$ cat config.mk
export PLATFORM = sky130hd
export DESIGN_NAME = spc_port_control
export DESIGN_NICKNAME = d
export VERILOG_FILES = /design/src/rtl/spc_pkg.sv /design/src/rtl/spc_shift_if.sv /design/src/rtl/spc_port_control.sv /design/src/rtl/spc_clkgen.sv /design/src/rtl/spc_shift.sv
export SDC_FILE = /design/constraint.sdc
export NUM_CORES = 1
export LEC_CHECK = 0
export BUFFER_PORTS_ARGS = -buffer_cell sky130_fd_sc_hd__buf_2
export CAP_MARGIN = 10
export CORE_UTILIZATION = 59
export CTS_CLUSTER_DIAMETER = 100
export CTS_CLUSTER_SIZE = 16
export DETAILED_ROUTE_END_ITERATION = 10
export PLACE_DENSITY = 0.89
export SLEW_MARGIN = 15
export SYNTH_ARGS = -nofsm -noshare
export SYNTH_HDL_FRONTEND = slang
export SYNTH_SLANG_ARGS = --single-unit
$ cat constraint.sdc
create_clock -name clock -period 4.1 [get_ports clock]
set_input_delay 1.23 -clock clock [delete_from_list [all_inputs] [get_ports clock]]
set_output_delay 1.23 -clock clock [all_outputs]
set_load 0.01 [all_outputs]
$ cat src/rtl/spc_pkg.sv
package spc_pkg;
    // ****************************************************
    // register map, word aligned on the wishbone bus
    // ****************************************************
    localparam int AW = 5;
    localparam logic [AW-1:0] A_CTRL = 5'h00;
    localparam logic [AW-1:0] A_DIV = 5'h04;
    localparam logic [AW-1:0] A_BUF = 5'h08;
    localparam logic [AW-1:0] A_ISTAT = 5'h0c;
    localparam logic [AW-1:0] A_ICLR = 5'h10;
    localparam logic [AW-1:0] A_IEN = 5'h14;

    // port_control_one field positions
    localparam int B_WRITE_COLLISION_FLAG = 7;
    localparam int B_OVF = 6;
    localparam int B_EN = 5;
    localparam int B_CKP = 4;
    localparam logic [7:0] CTRL_RST = 8'h00;
    localparam logic [7:0] DIV_RST = 8'h00;

    // interrupt status layout
    localparam int IRQ_W = 3;
    localparam int I_WRITE_COLLISION_FLAG = 0;
    localparam int I_OVF = 1;
    localparam int I_DONE = 2;

    // pin_takeover bit order
    localparam int P_SCK = 0;
    localparam int P_SDO = 1;
    localparam int P_SDI = 2;
    localparam int P_SS = 3;

    // ****************************************************
    // clock generation and shifting
    // ****************************************************
    localparam int CNT_W = 10;
    localparam logic [CNT_W-1:0] HALF_F64 = 10'h020;
    localparam logic [CNT_W-1:0] HALF_F16 = 10'h008;
    localparam logic [2:0] LAST_BIT = 3'h7;

    typedef enum logic [3:0] {
        MD_MS16 = 4'b0001,
        MD_MS64 = 4'b0010,
        MD_MTMR = 4'b0011,
        MD_SLSS = 4'b0100,
        MD_SLNS = 4'b0101,
        MD_MDIV = 4'b1010
    } spc_mode_t;

    typedef enum logic {
        SH_IDLE = 1'b0,
        SH_RUN = 1'b1
    } spc_state_t;

    function automatic logic is_master(input logic [3:0] m);
        return m == MD_MS16 || m == MD_MS64 || m == MD_MTMR ||
            m == MD_MDIV;
    endfunction

    function automatic logic is_slave(input logic [3:0] m);
        return m == MD_SLSS || m == MD_SLNS;
    endfunction

    // half period of the master clock in system cycles
    function automatic logic [CNT_W-1:0] half_of(input logic [3:0] m,
                                                 input logic [7:0] d);
        case (m)
            MD_MS64: half_of = HALF_F64;
            MD_MS16: half_of = HALF_F16;
            default: half_of = {1'b0, d, 1'b0} + 10'h002;
        endcase
    endfunction
endpackage

$ cat src/rtl/spc_shift_if.sv
`timescale 1ns/1ps
// ****************************************************
// link between port control and shift engine
// ****************************************************
interface spc_shift_if;
    logic load;
    logic [7:0] tx_data;
    logic master;
    logic clock_idle_polarity;
    logic ss_act;
    logic tick;
    logic sck_in;
    logic sdi;
    logic busy;
    logic done;
    logic [7:0] rx_data;
    logic sck_out;
    logic sdo;
    modport ctl(output load, tx_data, master, clock_idle_polarity, ss_act, tick, sck_in,
                sdi, input busy, done, rx_data, sck_out, sdo);
    modport eng(input load, tx_data, master, clock_idle_polarity, ss_act, tick, sck_in,
                sdi, output busy, done, rx_data, sck_out, sdo);
endinterface

$ cat src/rtl/spc_port_control.sv
`timescale 1ns/1ps
// Behaviour
// buffer write during a shift sets the sticky write collision flag
// slave byte done with buffer unread sets overflow, new byte dropped
// master mode never raises the overflow flag
// enable hands serial pins to the port, disable returns them
// software sets each pin direction while the port is enabled
// idle serial clock level follows the polarity bit
// mode 1010: master, clock is system clock / (4 * (divider + 1))
// modes 0010 and 0001: master at system clock / 64 and / 16
// mode 0011: master, clock is timer two output / 2
// modes 0101/0100: slave on pin clock; select ignored or honoured
// software programs no mode code outside the listed ones
// software avoids divider zero in programmable master mode
module spc_port_control (
    input wire logic clock,
    input wire logic resetn,
    input wire logic wb_cyc,
    input wire logic wb_stb,
    input wire logic wb_we,
    input wire logic [spc_pkg::AW-1:0] wb_adr,
    input wire logic [3:0] wb_sel,
    input wire logic [31:0] wb_dat_w,
    output logic [31:0] wb_dat_r,
    output logic wb_ack,
    input wire logic serial_clock_pin,
    output logic serial_clock_drive,
    output logic serial_clock_drive_en,
    input wire logic serial_in_pin,
    output logic serial_out_pin,
    output logic serial_out_pin_en,
    input wire logic slave_select_pin_n,
    input wire logic timer_two_output,
    output logic [3:0] pin_takeover,
    output logic irq
);
    import spc_pkg::*;

    // ****************************************************
    // reset release
    // ****************************************************
    logic [1:0] rst_sync;
    wire rst_n = rst_sync[1];

    // two stages keep release clean of the async edge
    always_ff @(posedge clock or negedge resetn) begin
        if (!resetn)
            rst_sync <= 2'b00;
        else
            rst_sync <= {rst_sync[0], 1'b1};
    end

    // ****************************************************
    // state
    // ****************************************************
    logic write_collision_flag;
    logic ovf;
    logic en;
    logic clock_idle_polarity;
    logic [3:0] mode;
    logic [7:0] divr;
    logic [7:0] rxbuf;
    logic bf;
    logic [IRQ_W-1:0] istat;
    logic [IRQ_W-1:0] ien;
    logic tick;

    spc_shift_if sif();

    // ****************************************************
    // bus decode
    // ****************************************************
    wire req = wb_cyc & wb_stb;
    wire acc = req & wb_ack;
    wire wr = acc & wb_we & wb_sel[0];
    wire rd = acc & ~wb_we;
    wire wr_ctrl = wr & (wb_adr == A_CTRL);
    wire wr_div = wr & (wb_adr == A_DIV);
    wire wr_buf = wr & (wb_adr == A_BUF);
    wire wr_iclr = wr & (wb_adr == A_ICLR);
    wire wr_ien = wr & (wb_adr == A_IEN);
    wire rd_buf = rd & (wb_adr == A_BUF);

    // ****************************************************
    // mode decode
    // ****************************************************
    // reserved codes leave the port neither master nor slave
    wire master = en & is_master(mode);
    wire slave = en & is_slave(mode);
    wire ss_used = mode == MD_SLSS;
    wire ss_act = slave & (!ss_used | !slave_select_pin_n);
    wire run = master & sif.busy;

    // ****************************************************
    // events
    // ****************************************************
    wire write_collision_flag_ev = wr_buf & sif.busy;
    wire ovf_ev = sif.done & slave & bf;
    wire take_rx = sif.done & !ovf_ev;
    // a colliding write is dropped, the byte on the wire goes on
    wire load = wr_buf & !sif.busy & en;
    wire [IRQ_W-1:0] ev = {sif.done, ovf_ev, write_collision_flag_ev};

    // ****************************************************
    // next values; hardware set wins over a software clear
    // ****************************************************
    wire next_write_collision_flag = write_collision_flag_ev | (wr_ctrl ? write_collision_flag & wb_dat_w[B_WRITE_COLLISION_FLAG] : write_collision_flag);
    wire next_ovf = ovf_ev | (wr_ctrl ? ovf & wb_dat_w[B_OVF] : ovf);
    wire next_bf = take_rx | (bf & !rd_buf);
    wire [IRQ_W-1:0] clr = wr_iclr ? wb_dat_w[IRQ_W-1:0] : '0;
    wire [IRQ_W-1:0] next_istat = ev | (istat & ~clr);
    wire [3:0] take = {en & ss_used, en, en, en};

    // ****************************************************
    // read mux, unmapped words read zero
    // ****************************************************
    wire [7:0] ctrl_rd = {write_collision_flag, ovf, en, clock_idle_polarity, mode};
    wire [31:0] rdata =
        (wb_adr == A_CTRL) ? {24'h000000, ctrl_rd} :
        (wb_adr == A_DIV) ? {24'h000000, divr} :
        (wb_adr == A_BUF) ? {24'h000000, rxbuf} :
        (wb_adr == A_ISTAT) ? {29'h00000000, istat} :
        (wb_adr == A_IEN) ? {29'h00000000, ien} : 32'h00000000;

    // ****************************************************
    // engine hookup
    // ****************************************************
    assign sif.load = load;
    assign sif.tx_data = wb_dat_w[7:0];
    assign sif.master = master;
    assign sif.clock_idle_polarity = clock_idle_polarity;
    assign sif.ss_act = ss_act;
    assign sif.tick = tick;
    assign sif.sck_in = serial_clock_pin;
    assign sif.sdi = serial_in_pin;

    spc_shift u_shift (
        .clock(clock),
        .rst_n(rst_n),
        .sif(sif)
    );

    // divider zero still gives a clock, just the fastest one
    spc_clkgen u_clkgen (
        .clock(clock),
        .rst_n(rst_n),
        .mode(mode),
        .div(divr),
        .timer_two_output(timer_two_output),
        .run(run),
        .tick(tick)
    );

    // ****************************************************
    // bus slave: one wait state, ack for every address
    // ****************************************************
    always_ff @(posedge clock or negedge rst_n) begin
        if (!rst_n) begin
            wb_ack <= 1'b0;
            wb_dat_r <= 32'h00000000;
        end else begin
            wb_ack <= req & ~wb_ack;
            wb_dat_r <= rdata;
        end
    end

    // control register and divider
    always_ff @(posedge clock or negedge rst_n) begin
        if (!rst_n) begin
            {write_collision_flag, ovf, en, clock_idle_polarity, mode} <= CTRL_RST;
            divr <= DIV_RST;
        end else begin
            write_collision_flag <= next_write_collision_flag;
            ovf <= next_ovf;
            if (wr_ctrl) begin
                en <= wb_dat_w[B_EN];
                clock_idle_polarity <= wb_dat_w[B_CKP];
                mode <= wb_dat_w[3:0];
            end
            if (wr_div)
                divr <= wb_dat_w[7:0];
        end
    end

    // receive buffer keeps the old byte on overflow
    always_ff @(posedge clock or negedge rst_n) begin
        if (!rst_n) begin
            rxbuf <= 8'h00;
            bf <= 1'b0;
        end else begin
            bf <= next_bf;
            if (take_rx)
                rxbuf <= sif.rx_data;
        end
    end

    // interrupt status, enable and output
    always_ff @(posedge clock or negedge rst_n) begin
        if (!rst_n) begin
            istat <= '0;
            ien <= '0;
            irq <= 1'b0;
        end else begin
            istat <= next_istat;
            if (wr_ien)
                ien <= wb_dat_w[IRQ_W-1:0];
            irq <= |(istat & ien);
        end
    end

    // pins; outputs registered so they line up with each other
    always_ff @(posedge clock or negedge rst_n) begin
        if (!rst_n) begin
            serial_clock_drive <= 1'b0;
            serial_clock_drive_en <= 1'b0;
            serial_out_pin <= 1'b0;
            serial_out_pin_en <= 1'b0;
            pin_takeover <= 4'h0;
        end else begin
            serial_clock_drive <= master ? sif.sck_out : clock_idle_polarity;
            serial_clock_drive_en <= master;
            serial_out_pin <= sif.sdo;
            serial_out_pin_en <= master | ss_act;
            pin_takeover <= take;
        end
    end

    // ****************************************************
    // checks
    // ****************************************************
    logic [CNT_W-1:0] gap;
    logic gap_ok;

    // cycles since the last clock tick, for the rate checks
    always_ff @(posedge clock or negedge rst_n) begin
        if (!rst_n) begin
            gap <= '0;
            gap_ok <= 1'b0;
        end else if (!run) begin
            gap <= '0;
            gap_ok <= 1'b0;
        end else begin
            gap <= tick ? '0 : gap + 10'h001;
            gap_ok <= gap_ok | tick;
        end
    end
endmodule // spc_port_control

$ cat src/rtl/spc_clkgen.sv
`timescale 1ns/1ps
// ****************************************************
// master clock source: divider or timer two edges
// ****************************************************
module spc_clkgen (
    input wire logic clock,
    input wire logic rst_n,
    input wire logic [3:0] mode,
    input wire logic [7:0] div,
    input wire logic timer_two_output,
    input wire logic run,
    output logic tick
);
    import spc_pkg::*;

    logic [CNT_W-1:0] cnt;
    logic tmr_prev;
    wire [CNT_W-1:0] half = half_of(mode, div);
    wire cnt_end = cnt == half - 10'h001;
    wire tmr_edge = timer_two_output & ~tmr_prev;

    // each tick toggles the clock, so timer edges give half rate
    assign tick = run & ((mode == MD_MTMR) ? tmr_edge : cnt_end);

    // counter restarts so the first half period is full length
    always_ff @(posedge clock or negedge rst_n) begin
        if (!rst_n) begin
            cnt <= '0;
            tmr_prev <= 1'b0;
        end else begin
            tmr_prev <= timer_two_output;
            cnt <= (!run || cnt_end) ? '0 : cnt + 10'h001;
        end
    end
endmodule // spc_clkgen

$ cat src/rtl/spc_shift.sv
`timescale 1ns/1ps
// ****************************************************
// eight bit shift engine, msb first
// ****************************************************
module spc_shift (
    input wire logic clock,
    input wire logic rst_n,
    spc_shift_if.eng sif
);
    import spc_pkg::*;

    spc_state_t state;
    logic [2:0] cnt;
    logic [7:0] sr;
    logic sbit;
    logic sck_prev;

    // leading edge samples, trailing edge shifts
    wire run = state == SH_RUN;
    wire m_lead = sif.master & run & sif.tick & (sif.sck_out == sif.clock_idle_polarity);
    wire m_trail = sif.master & run & sif.tick & (sif.sck_out != sif.clock_idle_polarity);
    wire s_lead = !sif.master & sif.ss_act & (sif.sck_in != sif.clock_idle_polarity) &
        (sck_prev == sif.clock_idle_polarity);
    wire s_trail = !sif.master & sif.ss_act & run &
        (sif.sck_in == sif.clock_idle_polarity) & (sck_prev != sif.clock_idle_polarity);
    wire lead = m_lead | s_lead;
    wire trail = m_trail | s_trail;
    wire last = trail & (cnt == LAST_BIT);
    wire [7:0] shifted = {sr[6:0], sbit};

    assign sif.busy = run;
    assign sif.sdo = sr[7];

    // data path; a deselected slave forgets a partial byte
    always_ff @(posedge clock or negedge rst_n) begin
        if (!rst_n) begin
            state <= SH_IDLE;
            cnt <= 3'h0;
            sr <= 8'h00;
            sbit <= 1'b0;
            sif.done <= 1'b0;
            sif.rx_data <= 8'h00;
        end else begin
            sif.done <= last;
            if (sif.load && !run) begin
                sr <= sif.tx_data;
                cnt <= 3'h0;
                state <= sif.master ? SH_RUN : SH_IDLE;
            end else if (!sif.master && !sif.ss_act) begin
                state <= SH_IDLE;
                cnt <= 3'h0;
            end else begin
                if (lead) begin
                    sbit <= sif.sdi;
                    state <= SH_RUN;
                end
                if (trail) begin
                    sr <= shifted;
                    cnt <= cnt + 3'h1;
                end
                if (last) begin
                    state <= SH_IDLE;
                    sif.rx_data <= shifted;
                end
            end
        end
    end

    // master clock rests at the idle level between bytes
    always_ff @(posedge clock or negedge rst_n) begin
        if (!rst_n) begin
            sif.sck_out <= 1'b0;
            sck_prev <= 1'b0;
        end else begin
            sck_prev <= sif.sck_in;
            if (!run || !sif.master)
                sif.sck_out <= sif.clock_idle_polarity;
            else if (sif.tick)
                sif.sck_out <= ~sif.sck_out;
        end
    end
endmodule // spc_shift

Word-level counts from Yosys, hierarchy flattened
Index checks and enable logic that the tools add are counted.
{"block": "word_totals", "ff_bits": 86, "input_bits": 50, "output_inout_bits": 42, "word_cells": 158}
{"block": "classes", "addsub": 4, "n_eq_ne": 20, "n_mux": 25, "bitwise_logic": 55, "reduce_logical": 25}
{"cell": "$mux W8", "count": 6}
{"cell": "$and A1 B1 Y1", "count": 38}
{"cell": "$pmux W10 S2", "count": 1}
{"cell": "$mux W3", "count": 6}
{"cell": "$mux W1", "count": 11}
{"cell": "$add A10 B1 Y10 const B", "count": 1}
{"cell": "$add A9 B2 Y10 const B", "count": 1}
{"cell": "$eq A10 B10 Y1", "count": 1}
{"cell": "$eq A5 B4 Y1 const B", "count": 2}
{"cell": "$eq A5 B5 Y1 const B", "count": 2}
{"cell": "$mux W10", "count": 1}
{"cell": "$sub A10 B1 Y10 const B", "count": 1}
{"cell": "$eq A4 B2 Y1 const B", "count": 2}
{"cell": "$eq A4 B3 Y1 const B", "count": 2}
{"cell": "$logic_not A1 Y1", "count": 8}
{"cell": "$or A1 B1 Y1", "count": 7}
{"cell": "$and A3 B3 Y3", "count": 2}
{"cell": "$logic_or A1 B1 Y1", "count": 6}
{"cell": "$not A1 Y1", "count": 6}
{"cell": "$reduce_and A3 Y1", "count": 2}
{"cell": "$eq A5 B3 Y1 const B", "count": 1}
{"cell": "$logic_not A5 Y1", "count": 1}
{"cell": "$eq A4 B1 Y1 const B", "count": 1}
{"cell": "$eq A4 B4 Y1 const B", "count": 1}
{"cell": "13 further kinds", "count": 19}

Depth between registers and ports, before layout
Gate-level depths: netlist (run 1).
{"block": "logic_depth", "depth_word": 15, "mapped_depth": 16, "mapped_depth_nobuf": 14}

Hierarchy
Synthesis (run 1) repeated with hierarchy kept, for this count alone.
{"block": "unflattened", "cells_unflattened": 457, "area_unflattened_um2": 4777.1}
{"module": "spc_port_control", "instances": 1, "cells_each": 185, "area_each_um2": 2327.2, "seq_area_each_um2": 1226.2}
{"module": "spc_clkgen", "instances": 1, "cells_each": 162, "area_each_um2": 1295.0, "seq_area_each_um2": 275.3}
{"module": "spc_shift", "instances": 1, "cells_each": 110, "area_each_um2": 1154.9, "seq_area_each_um2": 600.6}

Worst setup path after synthesis (run 1)
No wires, ideal clock.
{"block": "synth_path", "path_kind": "flip-flop to flip-flop", "from": "register mode[1]", "to": "register u_shift.sif.rx_data[0]", "setup_time_ns": 0.125, "t_arrival_ns": 3.837, "slack_ns": 0.139, "path_stages_with_launch": 16, "n_path_buf": 1, "period_less_slack_ns": 3.961, "cell_sequence": "dfrtp_1 > clkbuf_1 > xor2_1 > nand2_1 > nand2b_1 > ha_1 > or4b_2 > o31ai_1 > o21ai_0 > a32o_1 > xnor2_1 > o2111ai_1 > o41a_1 > o31ai_4 > nand2_2 > mux2_2"}
{"block": "synth_via", "elab_chain_cells": 13}
{"item": "start: declaration", "line_no": "spc_port_control.sv:60", "rtl": "logic [3:0] mode;"}
{"item": "start signal: assignment", "line_no": "spc_port_control.sv:178", "rtl": "mode <= wb_dat_w[3:0];"}
{"item": "parallel branches: the longest is 12 deep, another holds $sub A10 B1 Y10"}
{"item": "$reduce_and A3 Y1 (no source line) (*)"}
{"item": "end signal: assignment", "line_no": "spc_shift.sv:63", "rtl": "sif.rx_data <= shifted;"}
{"item": "end: declaration", "line_no": "spc_shift_if.sv:22", "rtl": "sdi, output busy, done, rx_data, sck_out, sdo);"}
Every way passes the cells marked *.
A chain may end at the register's enable or synchronous reset.

Final worst setup path (run 1)
{"block": "layout_path", "from": "register divr[1]", "to": "register u_shift.sif.rx_data[7]"}
{"block": "layout_via", "elab_chain_cells": 11}
{"item": "start: declaration", "line_no": "spc_port_control.sv:61", "rtl": "logic [7:0] divr;"}
{"item": "start signal: assignment", "line_no": "spc_port_control.sv:181", "rtl": "divr <= wb_dat_w[7:0];"}
{"item": "$add A9 B2 Y10", "line_no": "spc_pkg.sv:70", "rtl": "default: half_of = {1'b0, d, 1'b0} + 10'h002;"}
{"item": "$pmux W10 S2", "line_no": "spc_pkg.sv:67", "rtl": "case (m)"}
{"item": "$sub A10 B1 Y10", "line_no": "spc_clkgen.sv:19", "rtl": "wire cnt_end = cnt == half - 10'h001;"}
{"item": "$eq A10 B10 Y1", "line_no": "spc_clkgen.sv:19"}
{"item": "$mux W1", "line_no": "spc_clkgen.sv:23", "rtl": "assign tick = run & ((mode == MD_MTMR) ? tmr_edge : cnt_end);"}
{"item": "$and A1 B1 Y1", "line_no": "spc_clkgen.sv:23"}
{"item": "$and A1 B1 Y1 (2 in series)", "line_no": "spc_shift.sv:21", "rtl": "wire m_trail = sif.master & run & sif.tick & (sif.sck_out != sif.clock_idle_polarity);"}
{"item": "$or A1 B1 Y1", "line_no": "spc_shift.sv:27", "rtl": "wire trail = m_trail | s_trail;"}
{"item": "$and A1 B1 Y1", "line_no": "spc_shift.sv:28", "rtl": "wire last = trail & (cnt == LAST_BIT);"}
{"item": "$reduce_and A3 Y1 (no source line)"}
Every way passes these cells.

==> results of run 1 <==
==> per-stage QoR <==
| step | util, % | power (µW) | cell area [µm²] | hold slack [ns] | setup WS (ns) |
|---|---|---|---|---|---|
| floorplan | - | 924 | 4600 | 0.331 | 0.139 |
| global placement | 65.9 | 940 | 4830 | 0.339 | 0.268 |
| detailed placement | 65.9 | 942 | 4830 | 0.338 | 0.190 |
| CTS | 68.5 | 1510 | 5020 | 0.361 | 0.105 |
| global route | 69.0 | 1560 | 5060 | 0.378 | 0.0141 |
| finish | 69.0 | 1510 | 5060 | 0.360 | 0.291 |
==> layer usage <==
layer	vias up	part of all wire [%]	track usage, %	routed length [µm]
met3	26	6.4	6.28	635
met2	167	49	44.1	4860
met5	-	0	0	0
met1	1726	42	35.6	4160
li1	1637	-	-	-
met4	0	3.0	14.4	299
==> sequential cells by signal, summed over array words and instances, names as in the netlist, 2 cells and up <==
signal and cells:
ien 3, pin_takeover 2, u_clkgen.cnt 10, rxbuf 8, u_shift.sif.rx_data 8, mode 4, istat 3, divr 8
u_shift.cnt 3, rst_sync 2, wb_dat_r 8, u_shift.sr 8
==> cell usage in the layout (no fill, tap or decap), drive strengths merged, types with 4 or more instances in the layout <==
| master | instances |
|---|---|
| inv | 14 |
| nand3 | 17 |
| a21o | 10 |
| a31oi | 4 |
| dfrtp | 84 |
| nand2b | 5 |
| a211oi | 5 |
| conb | 25 |
| buf | 65 |
| o21ai | 22 |
| xor2 | 13 |
| a22oi | 6 |
| nor2 | 30 |
| mux2 | 37 |
| a21oi | 6 |
| nor3 | 5 |
| or4 | 4 |
| and3 | 7 |
| a22o | 7 |
| nand2 | 44 |
| nand4 | 4 |
| or3 | 7 |
| xnor2 | 11 |
| o31ai | 4 |
| clkbuf | 9 |
| and2 | 6 |
| ha | 5 |
==> area by class of cell <==
class | instances | area share [%]
repair buffers | 65 | 7.75
clock inverters | 7 | 1.26
multi-input cells | 327 | 43.8
flip-flops and latches | 84 | 41.6
clock buffers | 9 | 2.45
well taps | 99 | 2.45
inverters | 9 | 0.668
==> worst reg2reg max path: stages (launching register included) <==
cell and delay (ns):
dfrtp_1 0.47, ha_1 0.24, xor2_1 0.15, or4_1 0.46, o211a_1 0.16, or4_1 0.51
a211oi_1 0.28, o2111ai_2 0.21, o41a_1 0.41, o31ai_4 0.30, nand2_2 0.19, mux2_2 0.32
==> timing repair <==
item,4_1_cts,5_1_grt
endpoints found under the setup margin,0,22
gates resized for setup,0,6
hold buffers,0,0
==> cell families (layout without fill, tap and decap cells) <==
family / Yosys count / in the layout / share of synthesized area (%)
simple gates: 146 / 146 / 16.2
other cells: 2 / 25 / 0.167
xor+xnor: 24 / 24 / 4.66
buf+inv: 57 / 90 / 7.02
compound gates: 87 / 87 / 14.0
fa+ha+maj: 5 / 5 / 1.39
flops: 84 / 84 / 46.6
mux: 40 / 40 / 9.91
==> worst max-delay path by stage <==
stage,start,end,slack [ns],depth (start not counted)
floorplan,mode[1],u_shift.sif.rx_data[0],0.14,15
global placement,mode[0],u_shift.sr[1],0.27,15
detailed placement,mode[0],u_shift.sr[1],0.19,15
CTS,mode[0],u_shift.sif.busy,0.10,15
global route,mode[0],u_shift.sif.rx_data[7],0.01,14
finish,divr[1],u_shift.sif.rx_data[7],0.29,11
==> where the power goes <==
group / switching, µW / internal (µW)
Sequential: 19.4 / 834
Combinational: 46.3 / 27.4
Clock: 349 / 235
==> metrics.md, run 1 <==
| Metric | Value |
|---|---|
| # Post-CTS Setup Buffers | 0 |
| Synth async-reset ratio | 100% |
| Worst EP arrival | 4.07 ns |
| Worst slew margin | roughly 33% |
| Fmax | ~260 MHz |
| Via/cell ratio | between 5 and 6 |
| Drt pass-1 iters | 6 |
| Crit share post-route | between 90% and 100% |
| Clock buffer depth | 2 |
| ANT cells | 0 |
| Minimum clock period | 3.81 ns |
| Worst-skew pair later-pin latency | 0.37 ns |
| Top cell type's share of synthesized area | a little under half |
| Fraction of layout cells with a size suffix above 1 | roughly a quarter |
| DRT antenna net count | 0 |
| FF-to-FF path depth | 11 |
| Routed via count | 3556 |
| Via count of the first global-routing pass | roughly 3500 |
| First-pass GRT wire length | between 15000 and 20000 µm |
| Post-synth top cells | dfrtp_1, nand2_1, mux2_2 |
| H-Tree Depth | 3 |
| Clock skew | 0.0106 ns |
| CP Capture Type | flip-flop |
| Reg-to-reg slack, setup | slightly below 0.3 ns |
| Worst Tran Pin Value | 1.01 ns |
| DRC Markers | 0 |
| Hold path cells | 0 |
| WL/cell | 16.6 µm |
| WP buf/inv | 0 |
| # port buffers | 40 |
| CTS tree | built |
| Largest net degree at the start of global routing | just over 80 |
| Core Box Area | approximately 7300 µm² |
| Final Hold Vio Count | 0 |
| Max-Cap Viols | 0 |
| Placed insts | 584 |
| Seq cells post-synth | 84 |
| Area growth syn-to-layout | 12.1% |
| Reg clk slew, reported paths | roughly 0.1 ns |
| Initial antenna violation count | 0 |
| CP max FO | 8 |
| Number of CTS-inserted buffers | 9 |
| Grt ovf | 0 |
| Root Buffer | clkbuf_8 |
| Multi-input combinational cell area | about 2200 µm² |
| Final setup viols | 0 |
| Synth Cell Area | approximately 4500 µm² |
| Initial Utilization | between 60% and 70% |
| Worst r2r src | divr[1] |
| I/O pin count | 92 |
| Final wirelength | 9950 µm |
| Number of flops mapped to enable cells by yosys | 0 |
| LEAKAGE | roughly 0.0025 µW |
| DP Wirelength | a little over 7000 µm |
| Critical hold path startpoint | rst_sync[0] |
| Register area | roughly 2100 µm² |
| Status | finished, final reports clean |
| Required @ worst endpoint | 4.36 ns |
| CP Cell Sequence | ha_1 -> xor2_1 -> or4_1 -> o211a_1 -> or4_1 -> a211oi_1 -> o2111ai_2 -> o41a_1 -> o31ai_4 -> nand2_2 -> mux2_2 |
| RSZ-0062 raised after global routing | no |
| Gpl congestion | 0.864 |
| Gate Count Post-Synth | between 400 and 500 |
| R2r endpoint | u_shift.sif.rx_data[7] |
| Die H | between 80 and 90 µm |
| Register area share after synthesis | a little under half |
| Die Wd | a little under 90 µm |
| Die area | around 8000 µm² |
| Synthesis Warnings | 0 |
| Top FF cell, synth | dfrtp_1 |
| Most used cell, CP | or4_1 |
| Nets | roughly 550 |
| Average size of a mapped cell | between 10 and 15 µm² |
| Slowest-stage cell, CP | or4_1 |
| CP Launch Type | flip-flop |
| Synth unique cells | 57 |
| WHS Endpoint | rst_sync[1] |
| Row count | 31 |
| Power density over cell area | roughly 300 nW/µm² |
| Top post-synthesis cells by area | dfrtp_1, mux2_2, buf_4, nand2_1, xor2_1 |
| Largest area contributor in the netlist | dfrtp_1 |
| Maximum vdd drop | ~0.00028 V |
| Worst Hold Class | reg2reg |
| Fill count | roughly 520 |
| Critical Path Max Stage Delay | approximately 0.51 ns |
| CTS sink cnt | 84 |
| Delay-heaviest family, CP | compound AO/OA/AOI/OAI gates |
| 1st-iter DRT viols | 372 |
| Count leader, synth | dfrtp_1 |
| Max-slew violations | 0 |
| Critical path class | reg2reg |
| Layout Cells excl Fill | 600 |
| Fin Setup TNS | 0 ns |
| Overall fraction of global-route tracks in use | between 20 and 30% |
Power figures use the tool's default switching activity.
==> run 2: changes to the inputs <==
--- a/config.mk
+++ b/config.mk
@@ -7,11 +7,13 @@
 export LEC_CHECK = 0
 export BUFFER_PORTS_ARGS = -buffer_cell sky130_fd_sc_hd__buf_2
 export CAP_MARGIN = 10
+export CORE_MARGIN = 5
 export CORE_UTILIZATION = 59
 export CTS_CLUSTER_DIAMETER = 100
 export CTS_CLUSTER_SIZE = 16
 export DETAILED_ROUTE_END_ITERATION = 10
 export PLACE_DENSITY = 0.89
+export SETUP_SLACK_MARGIN = 0.3
 export SLEW_MARGIN = 15
 export SYNTH_ARGS = -nofsm -noshare
 export SYNTH_HDL_FRONTEND = slang
==> run 2 against run 1 <==
Net effect:
- clock power grew 6.3%
- utilization grew 2.0 points
- global-route usage shrank 5.0 points
- non-clock buffer count grew 6
- fmax grew 3.6%
- clock skew shrank 0.0016 ns
- sequential share of layout area shrank 1.2 points
- largest cell class unchanged
==> metrics.md, run 2 (same netlist as run 1, synthesis figures left out) <==
| Metric | Value |
|---|---|
| Fraction of layout cells with a size suffix above 1 | between 20% and 30% |
| Worst Tran Pin Value | roughly 0.8 ns |
| Critical path class | reg2reg |
| Clock skew | around 0.009 ns |
| Worst EP arrival | 3.94 ns |
| DRC Markers | 0 |
| DRT antenna net count | 0 |
| Final setup viols | 0 |
| Minimum clock period | 3.67 ns |
| Worst-skew pair later-pin latency | between 0.3 and 0.4 ns |
| Reg clk slew, reported paths | roughly 0.09 ns |
| Max FFs per register | 10 |
| Clock buffer depth | 2 |
| Root Buffer | clkbuf_8 |
| Power density over cell area | 299 nW/µm² |
| Via/cell ratio | roughly 5.9 |
| Largest net degree at the start of global routing | 83 |
| Gpl congestion | 0.845 |
| Status | finished, final reports clean |
| CP Capture Type | flip-flop |
| Initial Utilization | between 60% and 70% |
| Most common cell after layout, fill and taps aside | dfrtp_1 |
| Die area | roughly 9500 µm² |
| Number of CTS-inserted buffers | 9 |
| Initial antenna violation count | 0 |
| Nets | between 500 and 600 |
| Max-Cap Viols | 0 |
| Core Box Area | 7330 µm² |
| Max-slew violations | 0 |
| 1st-iter DRT viols | approximately 310 |
| Routed via count | 3604 |
| DP Wirelength | a little over 7000 µm |
| Max Used Layer | met4 |
| WL/cell | around 18 µm |
| Final wirelength | 10700 µm |
| CP Launch Type | flip-flop |
| H-Tree Depth | 3 |
| Commonest non-fill, non-tap cells in the layout | dfrtp_1, nand2_1, buf_2, mux2_2, nor2_1 |
| CTS tree | built |
| Final Hold Vio Count | 0 |
| Top reg by flops | u_clkgen.cnt |
| Grt ovf | 0 |
| Fin Setup TNS | 0 ns |
| Overall fraction of global-route tracks in use | 22.7% |
| Row count | 31 |
| Area growth syn-to-layout | 15.3% |
| Fmax | roughly 270 MHz |
| Worst Hold Class | reg2async |
| Die H | about 97 µm |
| ANT cells | 0 |
| Maximum vdd drop | 0.000259 V |
| Drt pass-1 iters | 5 |
| First-pass GRT wire length | about 17000 µm |
| Met1 WL | about 4200 µm |
| CTS sink cnt | 84 |
| RSZ-0062 raised after global routing | no |
| LEAKAGE | 0.00261 µW |
| Total power | ~1600 µW |
| Die Wd | just under 100 µm |
| I/O pin count | 92 |
| Via count of the first global-routing pass | between 3000 and 4000 |
| Required @ worst endpoint | between 4 and 5 ns |
| Metal3 WL | a little under 1000 µm |
| Routed met2 length | approximately 5400 µm |
| # port buffers | 40 |
| CP max FO | 9 |
| Worst slew margin | a little under half |
| Crit share post-route | 89.6% |
run 2: cell count changes in the layout (fill, tap and decap cells not counted), sizes merged:
cell / delta
buf: +6
clkinvlp: -2
clkinv: +2
inv: -1
bufinv: +1
run 2: what timing repair did:
| item | 4_1_cts | 5_1_grt |
|---|---|---|
| cloned | 0 | 0 |
| setup endpoints to repair | 20 | 22 |
| hold buffers | 0 | 0 |
| pin swaps | 3 | 6 |
| buffers inserted | 3 | 3 |
| gates resized for setup | 4 | 16 |
run 2: final cells by class:
type | count | area (µm²)
multi-input combinational | 327 | 2260
fill | 476 | 2130
sequential | 84 | 2110
timing repair buffer | 71 | 468
clock buffer | 9 | 124
tap | 99 | 124
clock inverter | 7 | 81.3
inverter | 9 | 33.8
run 2: final timing paths:
check                       startpoint               to  slack (ns)  cells past startpoint
setup / recovery               divr[1]    u_shift.sr[7]        0.43                     13
hold / removal             rst_sync[1]    u_shift.sr[5]        0.22                      0
setup reg to reg               divr[1]    u_shift.sr[7]        0.43                     13
hold reg to reg            rst_sync[1]    u_shift.sr[5]        0.22                      0
max in group asynchronous  rst_sync[1]  u_clkgen.cnt[6]        3.29                      1
min in group clock         rst_sync[0]      rst_sync[1]        0.38                      0
run 2: metal layers:
metal	global-route usage, %	up-vias
met5	0	-
met4	11.1	0
met3	4.24	33
met2	38.3	189
met1	28.0	1732
li1	-	1650
run 2: metrics by stage:
step	hold WS, ns	instances	util, %	setup WS, ns	cell area, µm²
after detailed placement	0.357	583	65.9	0.0310	4830
after global routing	0.241	606	70.9	0.314	5200
after global placement	0.337	583	65.9	0.218	4830
after floorplan	0.331	468	-	0.312	4600
after CTS	0.387	602	69.2	0.308	5080
final	0.215	606	70.9	0.425	5200
run 2: worst max-delay path, stage by stage (launching register included):
cell	delay (ns)
dfrtp_1	0.42
ha_2	0.19
xor2_1	0.16
or4_4	0.46
o211a_1	0.16
or4_1	0.52
a211oi_2	0.26
o2111ai_2	0.16
o41a_1	0.46
o31ai_4	0.28
buf_6	0.16
buf_6	0.12
nand2b_1	0.05
and3_1	0.17
run 2: power by group:
group	switching (µW)	internal, µW
Combinational	60.2	31.9
Clock	329	292
Sequential	9.17	835
==> run 3: changes to the inputs <==
--- a/config.mk
+++ b/config.mk
@@ -13,6 +13,7 @@
 export CTS_CLUSTER_SIZE = 16
 export DETAILED_ROUTE_END_ITERATION = 10
 export PLACE_DENSITY = 0.89
+export REMOVE_ABC_BUFFERS = 1
 export SETUP_SLACK_MARGIN = 0.3
 export SLEW_MARGIN = 15
 export SYNTH_ARGS = -nofsm -noshare
==> run 3 against run 2 <==
Net effect:
- global-route usage is 0.32 points lower
- sequential power up 1%
- via count up 1.3%
- largest power group unchanged
==> metrics.md, run 3 (same netlist as run 1, synthesis figures left out) <==
| Metric | Value |
|---|---|
| Status | finished, final reports clean |
| CTS tree | built |
| Maximum vdd drop | between 0.0002 and 0.00025 V |
| Slowest-stage cell, CP | or4_4 |
| Hold buffers post-CTS | 0 |
| Final Hold Vio Count | 0 |
| Routed via count | between 3000 and 4000 |
| 1st-iter DRT viols | roughly 400 |
| Worst Tran Pin Value | 1.03 ns |
| # port buffers | 40 |
| Via/cell ratio | roughly 6.1 |
| WHS Endpoint | rst_sync[1] |
| Fin area | 5170 µm² |
| Nets | ~550 |
| CP Launch Type | flip-flop |
| Top reg by flops | u_clkgen.cnt |
| Reg-to-reg slack, setup | 0.38 ns |
| Fraction of layout cells with a size suffix above 1 | roughly 28% |
| Most common cell after layout, fill and taps aside | dfrtp_1 |
| Worst r2r src | divr[1] |
| Die area | around 9500 µm² |
| Area growth syn-to-layout | 14.6% |
| Initial Utilization | between 60% and 70% |
| Number of CTS-inserted buffers | 9 |
| Max FFs per register | 10 |
| FF-to-FF path depth | 12 |
| CTS sink cnt | 84 |
| Clock skew | 0.0133 ns |
| Power density over cell area | ~310 nW/µm² |
| Root Buffer | clkbuf_8 |
| Initial antenna violation count | 0 |
| Grt ovf | 0 |
| Gpl congestion | 0.918 |
| Fin Setup TNS | 0 ns |
| Die Wd | 97.4 µm |
| Die H | around 97 µm |
| Critical path class | reg2reg |
| CP Cell Sequence | ha_2 -> xor2_1 -> or4_4 -> o211a_1 -> or4_4 -> a211oi_2 -> o2111ai_2 -> o41a_1 -> o31ai_4 -> buf_6 -> nand2_4 -> mux2_2 |
| Placed insts | 581 |
| Worst EP arrival | between 3 and 4 ns |
| Max-Cap Viols | 0 |
| I/O pin count | 92 |
| Required @ worst endpoint | about 4.3 ns |
| Via count of the first global-routing pass | about 3500 |
| Reg clk slew, reported paths | 0.10 ns |
| Commonest non-fill, non-tap cells in the layout | dfrtp_1, nand2_1, buf_2, mux2_2, nor2_1 |
| R2r endpoint | u_shift.sif.rx_data[6] |
| Overall fraction of global-route tracks in use | between 20% and 30% |
| Final setup viols | 0 |
| Fmax | 269 MHz |
| Critical hold path startpoint | rst_sync[0] |
| Critical Path Start | divr[1] |
| Minimum clock period | between 3 and 4 ns |
| RSZ-0062 raised after global routing | no |
| WL/cell | 17.8 µm |
| Largest net degree at the start of global routing | 83 |
| Worst slew margin | a little under a third |
| Core Box Area | ~7300 µm² |
| Hold_ws | roughly 0.36 ns |
| LEAKAGE | around 0.0026 µW |
| Worst-skew pair later-pin latency | ~0.36 ns |
| Most used cell, CP | or4_4 |
| Post-place instance area | 4810 µm² |
| DP Wirelength | 7430 µm |
| Max-slew violations | 0 |
| ANT cells | 0 |
| Layout Cells excl Fill | roughly 600 |
| Critical Path Max Stage Delay | about 0.52 ns |
| Clock buffer depth | 2 |
| CP max FO | 8 |
| CP Capture Type | flip-flop |
| Crit share post-route | approximately nine tenths |
| Post-layout util | between 70% and 80% |
| DRC Markers | 0 |
| Drt pass-1 iters | 7 |
| First-pass GRT wire length | approximately 17000 µm |
| Fill count | between 400 and 500 |
| Final wirelength | between 10000 and 15000 µm |
| Hold path cells | 0 |
| DRT antenna net count | 0 |
| Row count | 31 |
| H-Tree Depth | 3 |
| Worst Hold Class | reg2reg |
-- run 3: changes by cell type in the layout (fill, tap and decap cells not counted), sizes merged --
cell,change
buf,-4
inv,-1
bufinv,+1
-- run 3: layout make-up --
type / instances / area, µm² / area share [%]
multi-input combinational: 327 / 2260 / 43.7
sequential: 84 / 2110 / 40.7
timing repair buffer: 67 / 418 / 8.09
clock buffer: 9 / 124 / 2.40
tap: 99 / 124 / 2.40
clock inverter: 7 / 106 / 2.06
inverter: 9 / 33.8 / 0.654
-- run 3: what timing repair did --
item                       in CTS  in global routing
gates resized for setup         4                 16
setup endpoints to repair      18                 22
pin swaps                       3                  6
buffers inserted                1                  4
-- run 3: critical path: cells and delay by family, from the launching register on --
kind | cells | cell delay, ns
AOI/OAI and AO/OA | 5 | 1.28
adders and majority gates | 1 | 0.21
and+or+nand+nor | 3 | 1.05
DFF | 1 | 0.45
muxes | 1 | 0.29
xor gates and xnor gates | 1 | 0.16
buffers and inverters | 1 | 0.15
-- run 3: stage by stage --
| step | worst slack (ns) | total power [µW] |
|---|---|---|
| CTS | 0.311 | 1600 |
| global route | 0.259 | 1670 |
| detailed placement | 0.137 | 942 |
| global placement | 0.210 | 939 |
| floorplan | 0.0189 | 904 |
| finish | 0.385 | 1610 |
-- run 3: per-layer routing --
layer | wire [µm] | vias up | track usage, %
met5 | 0 | - | 0
li1 | - | 1654 | -
met2 | 5370 | 178 | 37.8
met4 | 244 | 0 | 6.92
met3 | 769 | 32 | 4.67
met1 | 4360 | 1786 | 29.0
-- run 3: how the worst max path moves through the flow --
stage                                        end  cells past startpoint
final                     u_shift.sif.rx_data[6]                     12
after CTS                 u_shift.sif.rx_data[0]                     14
after floorplan           u_shift.sif.rx_data[0]                     14
after global routing      u_shift.sif.rx_data[7]                     12
after global placement    u_shift.sif.rx_data[2]                     14
after detailed placement  u_shift.sif.rx_data[2]                     14
-- run 3: where the power goes --
part,leakage (µW),internal [µW],switching [µW],total [µW]
Clock,0.000116,354,323,677
Combinational,0.00133,28.6,48.9,77.6
Sequential,0.00115,834,19.9,854
